[config.mk]
export PLATFORM = sky130hd
export DESIGN_NAME = ldo_regulator_config_regs
export DESIGN_NICKNAME = d
export VERILOG_FILES = /design/src/logic/ldo_regs_pkg.sv /design/src/logic/reg_write_once.sv /design/src/logic/ldo_drive_ctrl.sv /design/src/logic/ldo_regulator_config_regs.sv
export VERILOG_INCLUDE_DIRS = /design/src /design/src/logic
export SDC_FILE = /design/constraint.sdc
export NUM_CORES = 1
export LEC_CHECK = 0
export ABC_CLOCK_PERIOD_IN_PS = 3900
export BUFFER_PORTS_ARGS = -buffer_cell sky130_fd_sc_hd__buf_2
export CORE_MARGIN = 2
export CORE_UTILIZATION = 63
export DETAILED_ROUTE_END_ITERATION = 16
export GPL_ROUTABILITY_DRIVEN = 0
export GPL_TIMING_DRIVEN = 0
export PLACE_DENSITY_LB_ADDON = 0.3
export SLEW_MARGIN = 20
export SYNTH_ARGS = -nofsm -noshare
export SYNTH_HDL_FRONTEND = slang
export SYNTH_SLANG_ARGS = --single-unit
[constraint.sdc]
create_clock -name i_clk_sys -period 3.9 [get_ports i_clk_sys]
set_clock_uncertainty 0.1 [all_clocks]
set_input_delay 0.585 -clock i_clk_sys [delete_from_list [all_inputs] [get_ports i_clk_sys]]
set_output_delay 0.585 -clock i_clk_sys [all_outputs]
set_load 0.02 [all_outputs]
[src/logic/ldo_regs_cfg.svh]
`ifndef LDO_REGS_CFG_SVH
`define LDO_REGS_CFG_SVH

// Byte offsets on the register bus
`define OFS_ENABLE_CTRL  11'h014
`define OFS_ACTIVE_CFG   11'h100
`define OFS_LOW_POWER_REGULATOR_CFG       11'h104
`define OFS_CORE_CFG     11'h300
`define OFS_SYSTEM_CFG   11'h400

// Reset values
`define RST_ENABLE_CTRL  32'h0000_0007
`define RST_ACTIVE_CFG   32'h3f10_0e15
`define RST_LOW_POWER_REGULATOR_CFG       32'h0002_1d04
`define RST_CORE_CFG     32'h0000_0044
`define RST_SYSTEM_CFG   32'h0000_0101

// Enable control fields
`define BIT_CORE_ON      0
`define BIT_SYSTEM_ON    1

// Active configuration fields
`define BIT_ACT_SYS_DS   0
`define ACT_CORE_V_LO    2
`define ACT_CORE_V_HI    3
`define BIT_ACT_SYS_V    16

// Low-power configuration fields
`define BIT_LP_SYS_DS    0
`define BIT_LP_CORE_DS   1
`define LP_CORE_V_LO     2
`define LP_CORE_V_HI     3

// Discharge controls
`define BIT_CORE_DIS_OFF 0
`define BIT_SYS_DIS_ON   0

// Core voltage code that selects nothing
`define CORE_V_RESERVED  2'h0

`endif

[src/logic/ldo_regs_pkg.sv]
`default_nettype none

package ldo_regs_pkg;

  typedef logic [31:0] word_t;

  // Bus handshake states, one-hot
  typedef enum logic [1:0] {
    BUS_IDLE = 2'h1,
    BUS_ACK  = 2'h2
  } bus_state_t;

  // Byte-lane merge of a bus write into a stored word
  function automatic word_t merge_bytes(input word_t old_val, input word_t wr_val, input logic [3:0] be);
    word_t res;
    res = old_val;
    for (int i = 0; i < 4; i++) begin
      if (be[i]) begin
        res[8*i +: 8] = wr_val[8*i +: 8];
      end
    end
    return res;
  endfunction

endpackage

`default_nettype wire

[src/logic/reg_write_once.sv]
`timescale 1ns/1ps
`default_nettype none
`include "ldo_regs_cfg.svh"

module reg_write_once (
  input  wire logic                 i_clk_sys,
  input  wire logic                 i_arst_n,
  input  wire logic                 i_wr_en,
  input  wire ldo_regs_pkg::word_t  i_wdata,
  input  wire logic [3:0]           i_byteenable,
  output ldo_regs_pkg::word_t       o_value,
  output logic                      o_locked
);
  import ldo_regs_pkg::*;

  typedef struct packed {
    word_t value;
    logic  locked;
  } once_t;

  once_t st;
  once_t next_st;

  ////////////////////////////////////////////////////////////////////////
  // First write captures, every later one is dropped until reset
  always_comb begin
    next_st = st;
    if (i_wr_en && !st.locked) begin
      next_st.value  = merge_bytes(st.value, i_wdata, i_byteenable);
      next_st.locked = 1'b1;
    end
  end

  // Preset lock-free with both regulators on
  always_ff @(posedge i_clk_sys or negedge i_arst_n) begin
    if (!i_arst_n) begin
      st <= '{value: `RST_ENABLE_CTRL, locked: 1'b0};
    end else begin
      st <= next_st;
    end
  end

  assign o_value  = st.value;
  assign o_locked = st.locked;

endmodule
`default_nettype wire

[src/logic/ldo_drive_ctrl.sv]
`timescale 1ns/1ps
`default_nettype none
`include "ldo_regs_cfg.svh"

module ldo_drive_ctrl (
  input  wire logic                 i_clk_sys,
  input  wire logic                 i_arst_n,
  input  wire ldo_regs_pkg::word_t  i_enable_ctrl,
  input  wire ldo_regs_pkg::word_t  i_active_cfg,
  input  wire ldo_regs_pkg::word_t  i_low_power_regulator_cfg,
  input  wire ldo_regs_pkg::word_t  i_core_cfg,
  input  wire ldo_regs_pkg::word_t  i_system_cfg,
  input  wire logic                 i_low_power,
  input  wire logic                 i_deep_power_down,
  input  wire logic                 i_detector_en,
  output logic                      o_core_reg_on,
  output logic                      o_system_reg_on,
  output logic [1:0]                o_core_reg_voltage_sel,
  output logic                      o_core_reg_drive_sel,
  output logic                      o_system_reg_voltage_sel,
  output logic                      o_system_reg_drive_sel,
  output logic                      o_core_discharge_off,
  output logic                      o_system_discharge_on
);
  import ldo_regs_pkg::*;

  typedef struct packed {
    logic       core_on;
    logic       sys_on;
    logic [1:0] core_v;
    logic       core_ds;
    logic       sys_v;
    logic       sys_ds;
    logic       core_dis_off;
    logic       sys_dis_on;
  } drive_t;

  drive_t st;
  drive_t next_st;
  logic   lp;
  logic [1:0] core_v_cfg;

  ////////////////////////////////////////////////////////////////////////
  // Pick the mode's settings, then apply the hardware overrides
  always_comb begin
    lp         = i_low_power || i_deep_power_down;
    core_v_cfg = lp ? i_low_power_regulator_cfg[`LP_CORE_V_HI:`LP_CORE_V_LO] : i_active_cfg[`ACT_CORE_V_HI:`ACT_CORE_V_LO];
    next_st    = st;
    next_st.core_on = i_enable_ctrl[`BIT_CORE_ON] && !i_deep_power_down;
    next_st.sys_on  = i_enable_ctrl[`BIT_SYSTEM_ON];
    // Reserved code holds the last good level rather than guessing one
    if (core_v_cfg != `CORE_V_RESERVED) begin
      next_st.core_v = core_v_cfg;
    end
    // Core is always at normal drive in Active mode
    next_st.core_ds = lp ? (i_low_power_regulator_cfg[`BIT_LP_CORE_DS] || i_detector_en) : 1'b1;
    // High level only exists in Active mode
    next_st.sys_v   = lp ? 1'b0 : i_active_cfg[`BIT_ACT_SYS_V];
    next_st.sys_ds  = (lp ? i_low_power_regulator_cfg[`BIT_LP_SYS_DS] : i_active_cfg[`BIT_ACT_SYS_DS])
                      || next_st.sys_v || i_detector_en;
    next_st.core_dis_off = i_core_cfg[`BIT_CORE_DIS_OFF];
    next_st.sys_dis_on   = i_system_cfg[`BIT_SYS_DIS_ON];
  end

  // Outputs start as the reset register contents would set them in Active mode
  always_ff @(posedge i_clk_sys or negedge i_arst_n) begin
    if (!i_arst_n) begin
      st <= '{core_on: 1'b1, sys_on: 1'b1, core_v: 2'h1, core_ds: 1'b1, sys_v: 1'b0,
              sys_ds: 1'b1, core_dis_off: 1'b0, sys_dis_on: 1'b1};
    end else begin
      st <= next_st;
    end
  end

  assign o_core_reg_on            = st.core_on;
  assign o_system_reg_on          = st.sys_on;
  assign o_core_reg_voltage_sel   = st.core_v;
  assign o_core_reg_drive_sel     = st.core_ds;
  assign o_system_reg_voltage_sel = st.sys_v;
  assign o_system_reg_drive_sel   = st.sys_ds;
  assign o_core_discharge_off     = st.core_dis_off;
  assign o_system_discharge_on    = st.sys_dis_on;

endmodule
`default_nettype wire

[src/logic/ldo_regulator_config_regs.sv]
// The Avalon-MM register port is this design's own decision.
`timescale 1ns/1ps
`default_nettype none
`include "ldo_regs_cfg.svh"

module ldo_regulator_config_regs (
  input  wire logic                 i_clk_sys,
  input  wire logic                 i_arst_n,
  input  wire logic [10:0]          i_avs_address,
  input  wire logic                 i_avs_read,
  input  wire logic                 i_avs_write,
  input  wire ldo_regs_pkg::word_t  i_avs_writedata,
  input  wire logic [3:0]           i_avs_byteenable,
  output ldo_regs_pkg::word_t       o_avs_readdata,
  output logic                      o_avs_waitrequest,
  input  wire logic                 i_low_power,
  input  wire logic                 i_deep_power_down,
  input  wire logic                 i_detector_en,
  output logic                      o_enable_ctrl_locked,
  output logic                      o_core_reg_on,
  output logic                      o_system_reg_on,
  output logic [1:0]                o_core_reg_voltage_sel,
  output logic                      o_core_reg_drive_sel,
  output logic                      o_system_reg_voltage_sel,
  output logic                      o_system_reg_drive_sel,
  output logic                      o_core_discharge_off,
  output logic                      o_system_discharge_on
);
  import ldo_regs_pkg::*;

  ////////////////////////////////////////////////////////////////////////
  // State of the bus slave and the read-write registers

  typedef struct packed {
    bus_state_t bus;
    word_t      rdata;
    word_t      active_cfg;
    word_t      low_power_regulator_cfg;
    word_t      core_cfg;
    word_t      system_cfg;
  } regs_t;

  regs_t st;
  regs_t next_st;
  word_t enable_ctrl;
  logic  ctrl_wr;
  logic  wr_commit;
  logic  req;

  ////////////////////////////////////////////////////////////////////////
  // Bus handshake and register updates

  // Every access takes one wait cycle; reads are registered so data is stable
  assign req               = i_avs_read || i_avs_write;
  assign o_avs_waitrequest = req && (st.bus != BUS_ACK);
  assign wr_commit         = i_avs_write && (st.bus == BUS_ACK);
  assign ctrl_wr           = wr_commit && (i_avs_address == `OFS_ENABLE_CTRL);

  always_comb begin
    next_st = st;
    unique case (st.bus)
      BUS_IDLE: begin
        if (req) begin
          next_st.bus = BUS_ACK;
          // Unmapped offsets read as zero
          next_st.rdata = '0;
          if (i_avs_read) begin
            unique case (i_avs_address)
              `OFS_ENABLE_CTRL: next_st.rdata = enable_ctrl;
              `OFS_ACTIVE_CFG:  next_st.rdata = st.active_cfg;
              `OFS_LOW_POWER_REGULATOR_CFG:      next_st.rdata = st.low_power_regulator_cfg;
              `OFS_CORE_CFG:    next_st.rdata = st.core_cfg;
              `OFS_SYSTEM_CFG:  next_st.rdata = st.system_cfg;
              default:          next_st.rdata = '0;
            endcase
          end
        end
      end
      BUS_ACK: begin
        next_st.bus = BUS_IDLE;
        // Writes land at the edge that samples waitrequest low; unmapped ones vanish
        if (i_avs_write) begin
          unique case (i_avs_address)
            `OFS_ACTIVE_CFG: begin
              next_st.active_cfg = merge_bytes(st.active_cfg, i_avs_writedata, i_avs_byteenable);
            end
            `OFS_LOW_POWER_REGULATOR_CFG: begin
              next_st.low_power_regulator_cfg = merge_bytes(st.low_power_regulator_cfg, i_avs_writedata, i_avs_byteenable);
              // Core level is frozen while the stored drive is low
              if (!st.low_power_regulator_cfg[`BIT_LP_CORE_DS]) begin
                next_st.low_power_regulator_cfg[`LP_CORE_V_HI:`LP_CORE_V_LO] = st.low_power_regulator_cfg[`LP_CORE_V_HI:`LP_CORE_V_LO];
              end
            end
            `OFS_CORE_CFG: begin
              next_st.core_cfg = merge_bytes(st.core_cfg, i_avs_writedata, i_avs_byteenable);
            end
            `OFS_SYSTEM_CFG: begin
              next_st.system_cfg = merge_bytes(st.system_cfg, i_avs_writedata, i_avs_byteenable);
            end
            default: begin
              next_st.bus = BUS_IDLE;
            end
          endcase
        end
      end
      default: begin
        next_st.bus = BUS_IDLE;
      end
    endcase
  end

  // Registers come up at their preset values
  always_ff @(posedge i_clk_sys or negedge i_arst_n) begin
    if (!i_arst_n) begin
      st <= '{bus: BUS_IDLE, rdata: 32'h0000_0000, active_cfg: `RST_ACTIVE_CFG,
              low_power_regulator_cfg: `RST_LOW_POWER_REGULATOR_CFG, core_cfg: `RST_CORE_CFG, system_cfg: `RST_SYSTEM_CFG};
    end else begin
      st <= next_st;
    end
  end

  assign o_avs_readdata = st.rdata;

  ////////////////////////////////////////////////////////////////////////
  // Write-once enable control

  // Software owns the bypass decision; the lock only guards against strays
  reg_write_once u_enable_ctrl (
    .i_clk_sys    (i_clk_sys),
    .i_arst_n     (i_arst_n),
    .i_wr_en      (ctrl_wr),
    .i_wdata      (i_avs_writedata),
    .i_byteenable (i_avs_byteenable),
    .o_value      (enable_ctrl),
    .o_locked     (o_enable_ctrl_locked)
  );

  ////////////////////////////////////////////////////////////////////////
  // Mode selection and regulator overrides

  ldo_drive_ctrl u_drive (
    .i_clk_sys                (i_clk_sys),
    .i_arst_n                 (i_arst_n),
    .i_enable_ctrl            (enable_ctrl),
    .i_active_cfg             (st.active_cfg),
    .i_low_power_regulator_cfg                 (st.low_power_regulator_cfg),
    .i_core_cfg               (st.core_cfg),
    .i_system_cfg             (st.system_cfg),
    .i_low_power              (i_low_power),
    .i_deep_power_down        (i_deep_power_down),
    .i_detector_en            (i_detector_en),
    .o_core_reg_on            (o_core_reg_on),
    .o_system_reg_on          (o_system_reg_on),
    .o_core_reg_voltage_sel   (o_core_reg_voltage_sel),
    .o_core_reg_drive_sel     (o_core_reg_drive_sel),
    .o_system_reg_voltage_sel (o_system_reg_voltage_sel),
    .o_system_reg_drive_sel   (o_system_reg_drive_sel),
    .o_core_discharge_off     (o_core_discharge_off),
    .o_system_discharge_on    (o_system_discharge_on)
  );

  // Helper views of the mode and stored fields
  logic in_lp;
  assign in_lp = i_low_power || i_deep_power_down;

  // Read-back and decode views; a read answer holds from its ack cycle until the next access
  logic mapped;
  logic rd_ack;
  assign mapped = (i_avs_address == `OFS_ENABLE_CTRL) || (i_avs_address == `OFS_ACTIVE_CFG)
                  || (i_avs_address == `OFS_LOW_POWER_REGULATOR_CFG) || (i_avs_address == `OFS_CORE_CFG)
                  || (i_avs_address == `OFS_SYSTEM_CFG);
  assign rd_ack = i_avs_read && !o_avs_waitrequest;
endmodule
`default_nettype wire

==> metrics.yaml, run 1 <==
worst_setup_path:
  critical_path_class: "reg -> reg"
  crit_family: "simple AND/OR/NAND/NOR gates"
  worst-path-buf-inv: 1
  critPathMaxFanout: 10
  path_cells: "nand3b_1, nor4_4, clkbuf_1, a22oi_1, o21ai_0"
  reg2reg_from: "st[161]"
  startpoint: "st[161]"
  cp.required_ps: 4180
  crit_slowest_cell: "nor4_4"
  arrival_ps: 3300
  slowest_delay_ps: 830
  critPathCaptureType: "flip-flop"
  worst_setup_path_start_kind: "flip-flop"
layout:
  seq_area_mm2: 0.00515
  nNetsFinal: 833
  areaGrowthSynthToFinish_pct: 15.3
  multi_input_area_mm2: 0.00382
  drive_gt1_share_pct: 46.3
  fillers: 943
global_route:
  first_global_vias: 6618
  overflow: 0
  grt_max_degree: 79
  grt_use_total_pct: 29.2
  grt_pass1_wl_um: 36500
  antenna_found_initial: 1
drt:
  ant_nets: 0
  routed_via_density: 6.31
  met1_length_um: 9140
  drc: 0
  wl_met3_um: 1600
  wirelength_um: 22600
  top_layer_used: "met4"
  drt_pass1_iterations: 5
  drt-initial-drc-count: 364
  drt-wirelength-per-cell_um: 23.1
  dr_wl_met2_um: 11100
  vias: 6166
yosys:
  yosys-top-cells-count: "dfrtp_1 (171), mux2_2 (95), mux2_4 (60), a22oi_1 (55), buf_4 (34)"
  synth_top_area_share_pct: 45.8
  yosys_most_used_dff: "dfrtp_1"
  synth_warnings: 0
  postSynthAreaPerCell_um2: 14.1
  syn_area_mm2: 0.00934
  synth_cell_type_count: 43
  synth_most_common_cell: "dfrtp_1"
  synth_edf_count: 0
  synth_seq_area_share_pct: 55.1
  synthArstFlopShare_pct: 100
  synth_top_area_cell: "dfrtp_1"
  yosys-top-cells-area: "dfrtp_1 (46%), mux2_2 (11%), mux2_4 (9.6%)"
  synth_fp_nets: 717
  ys_ff_latch: 204
  synthCells: 663
clock_tree:
  numCtsBuffers: 21
  insertion_delay_ps: 490
  post_cts_resized: 0
  clkTransAtPathRegs_ps: 60
  clock-sinks: 204
  cts_tree: "built"
  htree_levels: 1
  hold_buffers: 1
  cts_root_buffer: "clkbuf_16"
  cts_setup_buffers: 0
  clock_path_buffers: 3
pwr:
  total_power_w: 0.00446
  pwr-share-seq_pct: 48.2
  p_comb_share_pct: 7.6
  internal_power_w: 0.00337
  ir_drop_mv: 0.336
  clkPwrFrac_pct: 44.2
  leakage_nw: 5.42
  power_density_mw_per_mm2: 414
  p_sw_w: 0.00108
  switching_share_pct: 24.3
floorplanning:
  die_area_mm2: 0.0158
  die-height_um: 126
  ios: 97
  rows: 44
  initial_utilization_pct: 64.2
  dieWidth_um: 126
  core_mm2: 0.0145
placed_design:
  dpl.hpwl_um: 15100
  dpl_worst_slack_ps: 697
  io_buffers: 90
sta:
  grt_setup_unrepaired: "false"
  finalSetupViolations: 0
  post-route-period-util_pct: 77.2
  slew_headroom_pct: 32.2
  finalSetupTns_ps: 0
  fmax_ghz: 0.332
  slew_viol_final: 0
  finalHoldViolations: 0
  setup_slack_ps: 889
  min_period_ps: 3010
  worst_pin_slew_ps: 1010
worst_hold_path:
  holdCritPathClass: "in -> reg"
  worstHoldStart: "i_deep_power_down"
run:
  maxCapViolations: 0
outcome:
  outcome: "finished clean"
==> power groups by stage <==
stage               clock, W  sequential [W]  combinational (W)
floorplan                  0         0.00218           0.000143
global placement           0         0.00218           0.000309
detailed placement         0         0.00218           0.000331
CTS                  0.00199         0.00215           0.000335
global route         0.00208         0.00215           0.000362
finish               0.00197         0.00215           0.000338
==> through the flow <==
stage	cell area, um^2	hold WS (ps)	cells	utilization [%]
detailed placement	10100	268	939	69.4
CTS	10800	144	976	74.1
global placement	10000	263	937	68.9
global route	10800	149	977	74.1
finish	10800	154	977	74.1
floorplan	9340	189	663	-
==> cell type report <==
type	instances	share of cell area, %
flip-flops and latches	204	47.8
multi-input cells	395	35.5
clock buffers	28	5.31
repair buffers	93	4.88
plain buffers	61	3.40
well taps	184	2.14
clock inverters	8	0.895
inverters	3	0.105
diodes	1	0.0232
==> worst paths after layout <==
| kind | to | slack, ps | cells after the start |
|---|---|---|---|
| max | o_avs_readdata[26] | 890 | 5 |
| min | u_drive.o_core_reg_on | 150 | 2 |
| max reg2reg | o_avs_readdata[26] | 890 | 5 |
| min reg2reg | u_drive.o_system_reg_on | 280 | 0 |
| max in group asynchronous | u_drive.o_core_reg_voltage_sel[0] | 2090 | 4 |
| min in group asynchronous | u_enable_ctrl.o_value[23] | 510 | 2 |
==> state kept, by name, indices dropped and copies added, names as in the netlist <==
register	cells
st	130
u_enable_ctrl.o_locked	1
u_drive.o_system_reg_drive_sel	1
o_avs_readdata	32
u_drive.o_core_discharge_off	1
u_drive.o_system_reg_on	1
u_drive.o_core_reg_voltage_sel	2
u_drive.o_system_reg_voltage_sel	1
u_enable_ctrl.o_value	32
u_drive.o_core_reg_on	1
u_drive.o_system_discharge_on	1
u_drive.o_core_reg_drive_sel	1
==> layer usage <==
metal	global-route usage [%]	vias up
met5	0	-
met4	11.4	0
met3	5.27	64
met2	48.4	263
met1	38.9	3154
li1	-	2685
==> cell usage in the layout (no fill, tap or decap), drive strengths merged, types with 26 or more instances in the layout <==
cell type | Yosys | routed
mux2 | 160 | 160
mux2i | 30 | 30
o21ai | 26 | 26
dfrtp | 171 | 171
o2bb2ai | 28 | 28
dfstp | 33 | 33
nand2 | 31 | 31
clkbuf | 21 | 49
buf | 40 | 132
a22oi | 55 | 55
==> logic make-up after synthesis <==
logic type,Yosys count,synth area share [%]
flops,204,55.1
mux,190,24.9
compound gates,131,10.2
simple gates,74,5.68
buf+inv,64,4.05
(Power assumes the default switching activity.)
==> run 2, diff against run 1 <==
--- a/config.mk
+++ b/config.mk
@@ -6,10 +6,11 @@
 export SDC_FILE = /design/constraint.sdc
 export NUM_CORES = 1
 export LEC_CHECK = 0
-export ABC_CLOCK_PERIOD_IN_PS = 3900
+export ABC_AREA = 1
+export ABC_CLOCK_PERIOD_IN_PS = 3100
 export BUFFER_PORTS_ARGS = -buffer_cell sky130_fd_sc_hd__buf_2
 export CORE_MARGIN = 2
-export CORE_UTILIZATION = 63
+export CORE_UTILIZATION = 59
 export DETAILED_ROUTE_END_ITERATION = 16
 export GPL_ROUTABILITY_DRIVEN = 0
 export GPL_TIMING_DRIVEN = 0
==> constraint.sdc (replaced) <==
create_clock -name i_clk_sys -period 3.1 [get_ports i_clk_sys]
set_clock_uncertainty 0.1 [all_clocks]
set_input_delay 0.465 -clock i_clk_sys [delete_from_list [all_inputs] [get_ports i_clk_sys]]
set_output_delay 0.465 -clock i_clk_sys [all_outputs]
set_load 0.02 [all_outputs]
==> metrics.yaml, run 2 <==
worst_setup_path:
  critical_path_class: "reg -> out"
  rrSetupSlack_ps: 1090
  critPathMaxFanout: 5
  worst-path-buf-inv: 3
  crit_slowest_cell: "dfstp_2"
  rr_worst_depth: 6
  crit_cells: 5
  crit_family: "flip-flops"
  worst_setup_path_start_kind: "flip-flop"
  path_cells: "inv_1, nand2_2, inv_1, nor2_1, buf_2"
  arrival_ps: 1740
  critPathCaptureType: "primary output"
  cp.required_ps: 2530
  crit_top_cell: "inv_1"
  slowest_delay_ps: 520
sta:
  slew_headroom_pct: 39.7
  slew_viol_final: 0
  finalHoldViolations: 0
  hold_ws_ps: 81.9
  min_period_ps: 2310
  grt_setup_unrepaired: "false"
  post-route-period-util_pct: 74.4
  fmax_ghz: 0.434
  finalSetupViolations: 0
  worst_pin_slew_ps: 904
layout:
  finish.instance_area_mm2: 0.0110
  post-route-util_pct: 69.8
  nNetsFinal: 1236
  areaGrowthSynthToFinish_pct: 16.3
  drive_gt1_share_pct: 24.3
  layout_common_cells: "nand2_1 (279), nand3_1 (195), dfrtp_1 (171), buf_2 (112), o21ai_1 (52)"
  largest_register_ffs: 130
  diodes: 0
  regMostFlops: "st"
  final_common_cell: "nand2_1"
drt:
  vias: 8293
  wirelength_um: 27600
  drt-wirelength-per-cell_um: 19.5
  routed_via_density: 5.87
  ant_nets: 0
  drt_pass1_iterations: 5
  drc: 0
  drt-initial-drc-count: 975
floorplanning:
  initial_utilization_pct: 60.0
  core_mm2: 0.0158
  die-height_um: 131
  die_area_mm2: 0.0171
  dieWidth_um: 131
  ios: 97
  rows: 46
clock_tree:
  insertion_delay_ps: 510
  numCtsBuffers: 21
  cts_setup_buffers: 0
  clock_path_buffers: 3
  cts_tree: "built"
  cts_root_buffer: "clkbuf_16"
  clock-sinks: 204
  clkTransAtPathRegs_ps: 60
  htree_levels: 1
yosys:
  yosys_most_used_dff: "dfrtp_1"
  synth_top_area_share_pct: 45.1
  synthArstFlopShare_pct: 100
  postSynthAreaPerCell_um2: 8.97
  synth_warnings: 0
  synth_edf_count: 0
  syn_area_mm2: 0.00949
  yosys-top-cells-count: "nand2_1 (279), nand3_1 (195), dfrtp_1 (171), o21ai_1 (52), inv_1 (48)"
  synth_top_area_cell: "dfrtp_1"
  synth_cell_type_count: 30
  yosys-top-cells-area: "dfrtp_1 (45%), nand2_1 (11%), nand3_1 (10%)"
  synth_most_common_cell: "nand2_1"
  synth_fp_nets: 1113
  ys_ff_latch: 204
  synth_seq_area_share_pct: 54.2
  synthCells: 1059
global_route:
  first_global_vias: 7761
  grt_pass1_wl_um: 42700
  antenna_found_initial: 0
  grt_use_total_pct: 33.1
  overflow: 0
  grt_max_degree: 86
placed_design:
  io_buffers: 96
  placed_cell_area_mm2: 0.0103
  dpl.hpwl_um: 18400
outcome:
  outcome: "finished clean"
worst_hold_path:
  holdCritPathClass: "in -> reg"
  min_path_cells: 3
run:
  maxCapViolations: 0
pwr:
  power_density_mw_per_mm2: 524
  ir_drop_mv: 0.395
  leakage_nw: 5.79
  total_power_w: 0.00578
## run 2: cell types whose count changed after synthesis, moves of 15 or more
cell	delta
nand2_1	+256
nand3_1	+192
mux2_2	-95
mux2_4	-60
a22oi_1	-55
o21ai_1	+51
inv_1	+45
o21a_1	+32
o21ai_2	+32
o21bai_1	+31
mux2i_1	-28
o2bb2ai_1	-28
o21ai_0	+19
buf_2	+15
## run 2: layout make-up
cell class	instances	area, um^2
sequential	204	5150
fill	1250	4780
multi-input combinational	714	3650
clock buffer	29	616
timing repair buffer	100	566
buffer	89	505
tap	216	270
inverter	52	195
clock inverter	9	98.8
## run 2: cell families (layout without fill, tap and decap cells)
| group | Yosys count | after routing | share of synthesized area, % |
|---|---|---|---|
| compound gates | 192 | 192 | 13.1 |
| buf+inv | 141 | 279 | 7.38 |
| flops | 204 | 204 | 54.2 |
| mux | 2 | 2 | 0.211 |
| simple gates | 520 | 520 | 25.1 |
## run 2: stage by stage
| stage | setup TNS [ps] | setup WS, ps | std cells |
|---|---|---|---|
| 2_1_floorplan | 0 | 1300 | 1059 |
| 3_3_place_gp | -339060 | -1870 | 1371 |
| 3_5_place_dp | 0 | 721 | 1373 |
| 4_1_cts | 0 | 774 | 1413 |
| 5_1_grt | 0 | 742 | 1413 |
| 6_report | 0 | 793 | 1413 |
## run 2: worst reg2reg max path, stage by stage, from the launching register on
cell      delay (ps)
dfstp_2          520
inv_1             50
nor3_1           300
nand2_1          220
clkbuf_1         380
o21bai_1         310
nand2_1           80
## run 2: per-layer routing
| layer | global-route usage (%) | part of all wire (%) |
|---|---|---|
| met1 | 45.9 | 40 |
| met4 | 13.2 | 4.4 |
| met3 | 7.13 | 11 |
| met5 | 0 | 0 |
| met2 | 51.4 | 44 |
## run 2: power breakdown
part,total (W),internal [W],switching [W]
registers,0.00269,0.00269,0.00000758
clock network,0.00261,0.00156,0.00106
logic,0.000475,0.000111,0.000364
total,0.00578,0.00435,0.00143
## run 2: repair_timing
action	CTS	global route
hold buffers	2	0
endpoints found under the hold margin	43	0
gates resized for setup	0	0
## run 2: path summary, 6_finish.rpt
kind | start | end
min in group asynchronous | i_arst_n | u_drive.o_system_reg_voltage_sel
worst max-delay path | st[160] | o_avs_waitrequest
worst min-delay path | i_avs_writedata[2] | st[66]
worst max register to register | st[160] | o_avs_readdata[13]
max in group asynchronous | i_arst_n | st[75]
worst min register to register | st[0] | u_drive.o_system_discharge_on
